--- src/hw/papc_pkg.sv ---
// Package for the page access permission checker.
// Assumes a single core clock; shared by all design files.
package papc_pkg;

  // ==========================================================
  // Entry field positions
  localparam int unsigned ENTRY_WIDTH = 32;
  localparam int unsigned RW_BIT      = 1;
  localparam int unsigned US_BIT      = 2;

  // ==========================================================
  // Privilege encodings
  localparam logic [1:0] CPL_USER      = 2'h3;
  localparam logic [1:0] CPL_KERNEL    = 2'h0;

  // ==========================================================
  // Register map (Wishbone, byte addresses)
  localparam logic [3:0] ADDR_CTRL     = 4'h0;
  localparam logic [3:0] ADDR_STATUS   = 4'h4;
  localparam logic [3:0] ADDR_COUNT    = 4'h8;
  localparam int unsigned CTRL_WP_BIT  = 0;
  localparam logic        WP_RESET     = 1'b0;
  localparam int unsigned CNT_WIDTH    = 16;

  // ==========================================================
  // Carriers
  typedef struct packed {
    logic [31:0] lin_addr;
    logic [31:0] phys_addr;
    logic [31:0] dir_entry;
    logic [31:0] tbl_entry;
    logic [1:0]  current_privilege_level;
    logic        write;
    logic        desc_access;
    logic        inner_stack;
    logic        seg_fault;
  } papc_req_t;

  typedef struct packed {
    logic        user;
    logic        rw;
  } papc_attr_t;

  typedef struct packed {
    logic [31:0] phys_addr;
    logic        permit;
    logic        page_fault;
    logic        suppress;
  } papc_resp_t;

endpackage

--- src/hw/papc_attr.sv ---
// Combines directory and table entry attributes into one effective pair.
// Assumes pure combinational use inside the checker.
`timescale 1ns/1ns
`default_nettype none
module papc_attr
  import papc_pkg::*;
(
  input  wire logic [31:0] dir_entry_i,
  input  wire logic [31:0] tbl_entry_i,
  output var  papc_attr_t  attr_o
);
  // ==========================================================
  // Combination
  // User only when both levels are user; writable only when both are
  always_comb begin
    attr_o.user = dir_entry_i[US_BIT] & tbl_entry_i[US_BIT];
    attr_o.rw   = dir_entry_i[RW_BIT] & tbl_entry_i[RW_BIT];
  end
endmodule
`default_nettype wire

--- src/hw/papc_wb.sv ---
// Wishbone classic slave holding control and status registers.
// Assumes a master that holds the request until ack.
`timescale 1ns/1ns
`default_nettype none
module papc_wb
  import papc_pkg::*;
(
  input  wire logic                 clk_i,
  input  wire logic                 rst_i,
  input  wire logic                 cyc_i,
  input  wire logic                 stb_i,
  input  wire logic                 we_i,
  input  wire logic [3:0]           adr_i,
  input  wire logic [3:0]           sel_i,
  input  wire logic [31:0]          dat_i,
  output logic      [31:0]          dat_o,
  output logic                      ack_o,
  input  wire logic                 last_fault_i,
  input  wire logic [CNT_WIDTH-1:0] fault_cnt_i,
  output logic                      wp_o
);
  logic req;
  assign req = cyc_i & stb_i & ~ack_o;

  // ==========================================================
  // One-wait ack
  always_ff @(posedge clk_i) begin
    if (rst_i) ack_o <= 1'b0;
    else       ack_o <= req;
  end

  // Write-protect bit; reset clears it
  always_ff @(posedge clk_i) begin
    if (rst_i) wp_o <= WP_RESET;
    else if (req && we_i && adr_i == ADDR_CTRL && sel_i[0])
      wp_o <= dat_i[CTRL_WP_BIT];
  end

  // Read data; unmapped reads return zero
  always_ff @(posedge clk_i) begin
    if (rst_i) dat_o <= 32'h0;
    else if (req && !we_i) begin
      unique case (adr_i)
        ADDR_CTRL:   dat_o <= {31'h0, wp_o};
        ADDR_STATUS: dat_o <= {31'h0, last_fault_i};
        ADDR_COUNT:  dat_o <= {16'h0, fault_cnt_i};
        default:     dat_o <= 32'h0;
      endcase
    end
  end
endmodule
`default_nettype wire

--- src/hw/papc_top.sv ---
// Page access permission checker, top level.
// Assumes requests come from translation logic on the same clock.
//
// Functional notes
// - R/W flag 0 is read-only, 1 is read/write.
// - Supervisor with write-protect clear may read and write any page.
// - Write-protect bit clears at reset.
// - User writes need a user page that is read/write.
// - User reads allowed on any user page.
// - User access to supervisor pages is blocked.
// - Any page violation without a segment fault raises a page fault.
// - Write-protect set blocks supervisor writes to read-only user pages.
// - Both directory and table entries are examined.
// - User only if both user; read/write only if both read/write.
// - Supervisor page is read/write unless write-protect uses both flags.
// - Descriptor table accesses are checked at level 0.
// - Inner stack accesses on privilege change are checked at level 0.
// - Segment result applies first, then page check.
// - Any failing check suppresses the access.
// - No page fault when segmentation already faulted.
// - Page attributes never grant what segmentation denies.
// - Levels 0 to 2 are supervisor, 3 is user.
// - Writable from bit 1, user flag from bit 2.
// - User flag 0 means supervisor page, 1 user page.
// - Verdict is ready before any memory cycle starts.
`timescale 1ns/1ns
`default_nettype none
module papc_top
  import papc_pkg::*;
(
  input  wire logic        clk_i,
  input  wire logic        rst_i,
  input  wire logic        req_valid_i,
  input  wire papc_req_t   req_i,
  output var  logic        rsp_valid_o,
  output var  papc_resp_t  rsp_o,
  output var  logic        mem_start_o,
  input  wire logic        cyc_i,
  input  wire logic        stb_i,
  input  wire logic        we_i,
  input  wire logic [3:0]  adr_i,
  input  wire logic [3:0]  sel_i,
  input  wire logic [31:0] dat_i,
  output logic      [31:0] dat_o,
  output logic             ack_o
);
  papc_attr_t             attr;
  logic                   wp;
  logic                   eff_user_mode;
  logic                   allow;
  logic                   next_fault;
  logic                   next_suppress;
  logic                   last_fault;
  logic [CNT_WIDTH-1:0]   fault_cnt;

  // ==========================================================
  // Attribute combination of both table levels
  papc_attr u_attr (
    .dir_entry_i (req_i.dir_entry),
    .tbl_entry_i (req_i.tbl_entry),
    .attr_o      (attr)
  );

  // ==========================================================
  // Register slave
  papc_wb u_wb (
    .clk_i        (clk_i),
    .rst_i        (rst_i),
    .cyc_i        (cyc_i),
    .stb_i        (stb_i),
    .we_i         (we_i),
    .adr_i        (adr_i),
    .sel_i        (sel_i),
    .dat_i        (dat_i),
    .dat_o        (dat_o),
    .ack_o        (ack_o),
    .last_fault_i (last_fault),
    .fault_cnt_i  (fault_cnt),
    .wp_o         (wp)
  );

  // ==========================================================
  // Permission function, shared decision
  function automatic logic page_ok(input logic user_mode,
                                   input logic wr,
                                   input logic wp_on,
                                   input papc_attr_t a);
    logic ok;
    ok = 1'b0;
    if (user_mode) begin
      if (!a.user)  ok = 1'b0;
      else if (!wr) ok = 1'b1;
      else          ok = a.rw;
    end else begin
      if (!wp_on)   ok = 1'b1;
      else if (!wr) ok = 1'b1;
      else          ok = a.rw;
    end
    return ok;
  endfunction

  // ==========================================================
  // Mode select: overrides force level-0 checking
  always_comb begin
    eff_user_mode = (req_i.current_privilege_level == CPL_USER);
    if (req_i.desc_access || req_i.inner_stack)
      eff_user_mode = 1'b0;
  end

  // Segment verdict first; the page check only adds denials
  always_comb begin
    allow         = page_ok(eff_user_mode, req_i.write, wp, attr);
    next_fault    = ~req_i.seg_fault & ~allow;
    next_suppress = req_i.seg_fault | ~allow;
  end

  // ==========================================================
  // Verdict register, aligned with the translated address
  always_ff @(posedge clk_i) begin
    if (rst_i) begin
      rsp_valid_o <= 1'b0;
      rsp_o       <= '0;
      mem_start_o <= 1'b0;
    end else begin
      rsp_valid_o         <= req_valid_i;
      rsp_o.phys_addr     <= req_i.phys_addr;
      rsp_o.permit        <= req_valid_i & ~next_suppress;
      rsp_o.page_fault    <= req_valid_i & next_fault;
      rsp_o.suppress      <= req_valid_i & next_suppress;
      // Memory start gated by the same verdict, never ahead of it
      mem_start_o         <= req_valid_i & ~next_suppress;
    end
  end

  // Status: sticky-free last verdict plus saturating fault count
  always_ff @(posedge clk_i) begin
    if (rst_i) begin
      last_fault <= 1'b0;
      fault_cnt  <= '0;
    end else if (req_valid_i) begin
      last_fault <= next_fault;
      if (next_fault && fault_cnt != {CNT_WIDTH{1'b1}})
        fault_cnt <= fault_cnt + 1'b1;
    end
  end
endmodule
`default_nettype wire

--- config.mk ---
export PLATFORM = sky130hd
export DESIGN_NAME = papc_top
export DESIGN_NICKNAME = d
export VERILOG_FILES = /design/src/hw/papc_pkg.sv /design/src/hw/papc_attr.sv /design/src/hw/papc_wb.sv /design/src/hw/papc_top.sv
export SDC_FILE = /design/constraint.sdc
export NUM_CORES = 1
export LEC_CHECK = 0
export ABC_AREA = 1
export ABC_CLOCK_PERIOD_IN_PS = 2000
export BUFFER_PORTS_ARGS = -buffer_cell sky130_fd_sc_hd__buf_4
export CORE_AREA = 2 2 96 98
export CTS_CLUSTER_DIAMETER = 100
export DETAILED_ROUTE_END_ITERATION = 10
export DIE_AREA = 0 0 98 100
export HOLD_SLACK_MARGIN = 0.05
export PLACE_DENSITY = 0.77
export SYNTH_ARGS = -nofsm -noshare
export SYNTH_HDL_FRONTEND = slang
export SYNTH_SLANG_ARGS = --single-unit
--- constraint.sdc ---
create_clock -name clk_i -period 2 [get_ports clk_i]
set_clock_uncertainty 0.05 [all_clocks]
set_input_delay 0.3 -clock clk_i [delete_from_list [all_inputs] [get_ports clk_i]]
set_output_delay 0.3 -clock clk_i [all_outputs]
set_load 0.02 [all_outputs]
==> out/results.ini <==
[outcome]
status = finished clean

[final_layout]
fillers = 872
final_cell_area_um2 = 3980
diodes = 0
drive_above_1_share = 0.291
seqCellArea_um2 = 1420
finalNonFillerCells = 599
multi_input_area_um2 = 1140
syn2layout_area_growth_pct = 37.8
nets = 664
post-route-util = 0.448

[power_and_ir_drop]
total_power_mw = 3.16
p_leak_nw = 1.96
peakVddDrop_mv = 0.253
power.density_nw_per_um2 = 795

[floorplan]
initial_utilization = 0.325
core.rowCount = 35
ios = 250
dieArea_um2 = 9800
coreArea_um2 = 8890
die_w_um = 98
die_y_um = 100

[critical_path]
critPathMaxFanout = 14
cp.arrival_ns = 1.94
max_stage_delay_ns = 0.39
startpoint_type = flop
end_kind = flop
reg2reg_depth = 7
r2r-start = fault_cnt[1]
r2r_slack_ns = 0.29
r2r-end = fault_cnt[2]
worstSetupPathType = flop to flop
cp_cell_sequence = ha_1 -> nand2_1 -> nor2_4 -> nand4_4 -> nand3_2 -> nand2_1 -> a21oi_2
slowest_stage = dfxtp_1
critical_path_required_ns = 2.24
path_common_cell = nand2_1
endpoint = fault_cnt[2]
crit_start = fault_cnt[1]

[yosys]
synth_area_um2 = 2890
synth_cells = 374
ys_ff_latch = 71
async_reset_ff_frac = 0
synth-warning-count = 0
synthDistinctLibCells = 30
synth_top_cell_by_area = dfxtp_1
ys_seq_area_frac = 0.492
synth_most_common_cell = nor2_1
synthTopCellsByCount = nor2_1, dfxtp_1, nand2_1
synth_top_area_frac = 0.492
synth_edf_count = 0
synth.top_cells.by_area = dfxtp_1, nor2_1, nand2_1, inv_1, buf_4
synth_ff_type = dfxtp_1
syn_avg_cell_area_um2 = 7.72

[timing]
tightest_slew_ns = 0.520
fmax_mhz = 585
fin_crit_ns = 1.71
fin_crit_sh = 0.854
maxSlewHeadroom = 0.653
setup_slack_ns = 0.291
hold_violations = 0
drv_slew = 0
setup_tns_ns = 0
finalSetupViolCount = 0
whs_ns = 0.0946
rsz0062_at_grt = no

[global_route]
antenna_found_initial = 0
gr-total-overflow = 0
grt_pass1_vias = 2322
grt_pass1_wl_mm = 10.9
grt_max_degree = 41
gr-usage-all-layers = 0.140

[clock_tree]
cts_setup_buffers = 0
path_clk_slew_ns = 0.08
ctsResizeCount = 0
hold_buffers = 0
clockBufferDepth = 2
root_buffer = clkbuf_8
cts_sinks = 71
ctsHtreeMaxLevel = 3
numCtsBuffers = 9
cts_tree = yes
clk_latency_ns = 0.35

[min_path]
hold_class = input port to flop

[job]
maxCapViolations = 0

[placement]
gp_congestion = 0.831
place_area_um2 = 3740
placed_cells = 583
place_hpwl_mm = 4.94
place_ws_ns = 0.289
portBuffers = 107

[drt]
drt-total-wl_mm = 6.66
drtIter0Drc = 124
vias = 2586
dr.pass1.iters = 5
detail-route-antenna-nets = 0
wl_per_cell_um = 11.1
route.detailed.drc = 0
via_per_inst = 4.32

state kept, by name, summed over array words and instances (netlist names):
| name | count |
|---|---|
| u_wb.dat_o | 16 |
| rsp_valid_o | 1 |
| u_wb.wp_o | 1 |
| fault_cnt | 16 |
| u_wb.ack_o | 1 |
| rsp_o | 34 |
| mem_start_o | 1 |
| last_fault | 1 |
final cells by class:
type | instances | area share
Tap cell | 111 | 0.0349
Inverter | 55 | 0.0519
Multi-Input combinational cell | 235 | 0.285
Sequential cell | 71 | 0.357
Clock inverter | 7 | 0.0305
Clock buffer | 9 | 0.0311
Timing Repair Buffer | 111 | 0.209
cell usage in the layout, fill, tap and decap left out, drive strengths merged:
| cell | n |
|---|---|
| clkbuf | 9 |
| inv | 55 |
| conb | 16 |
| a41oi | 1 |
| ha | 1 |
| a31oi | 1 |
| o21bai | 1 |
| nor2 | 86 |
| xnor2 | 4 |
| o21ai | 6 |
| nor3 | 3 |
| nand3 | 15 |
| or2 | 1 |
| and2 | 3 |
| xor2 | 2 |
| a22oi | 15 |
| buf | 111 |
| dfxtp | 71 |
| nand2 | 61 |
| clkinv | 4 |
| a21oi | 13 |
| nand3b | 1 |
| bufinv | 3 |
| nand4 | 5 |
logic make-up (layout without fill, tap and decap cells):
family          count (synthesis)  after routing  share of synthesized area
compound gates                 37             37                     0.0901
xor+xnor                        6              6                     0.0182
fa+ha+maj                       1              1                    0.00433
buf+inv                        83            182                      0.134
flops                          71             71                      0.492
other cells                     1             16                    0.00130
simple gates                  175            175                      0.260
critical path, delay by kind of cell, from the launching register on:
family          cells  cell delay (ns)
simple gates        5             0.88
flops               1             0.39
fa+ha+maj           1             0.19
compound gates      1             0.13
power breakdown:
group | internal, mW | switching, mW | leakage (nW)
clock network | 0.832 | 0.561 | 0.123
registers | 1.45 | 0.0124 | 0.582
logic | 0.137 | 0.169 | 1.25
total | 2.42 | 0.742 | 1.96
routing by layer:
layer / vias up / track usage / wire length, um
met1: 1139 / 0.176 / 3080
met4: 0 / 0.0385 / 70
li1: 1338 / - / -
met5: - / 0 / 0
met2: 102 / 0.217 / 2790
met3: 7 / 0.0669 / 717
how the worst min path moves through the flow:
stage / start / end / slack, ns / cells past startpoint
floorplan: req_i[77] / rsp_o[10] / 0.36 / 2
global placement: u_wb.wp_o / u_wb.wp_o / 0.41 / 2
detailed placement: u_wb.wp_o / u_wb.wp_o / 0.41 / 2
CTS: req_i[97] / rsp_o[30] / 0.08 / 3
global route: req_i[73] / rsp_o[6] / 0.09 / 3
finish: req_i[97] / rsp_o[30] / 0.09 / 3
Power figures use the tool's default switching activity.
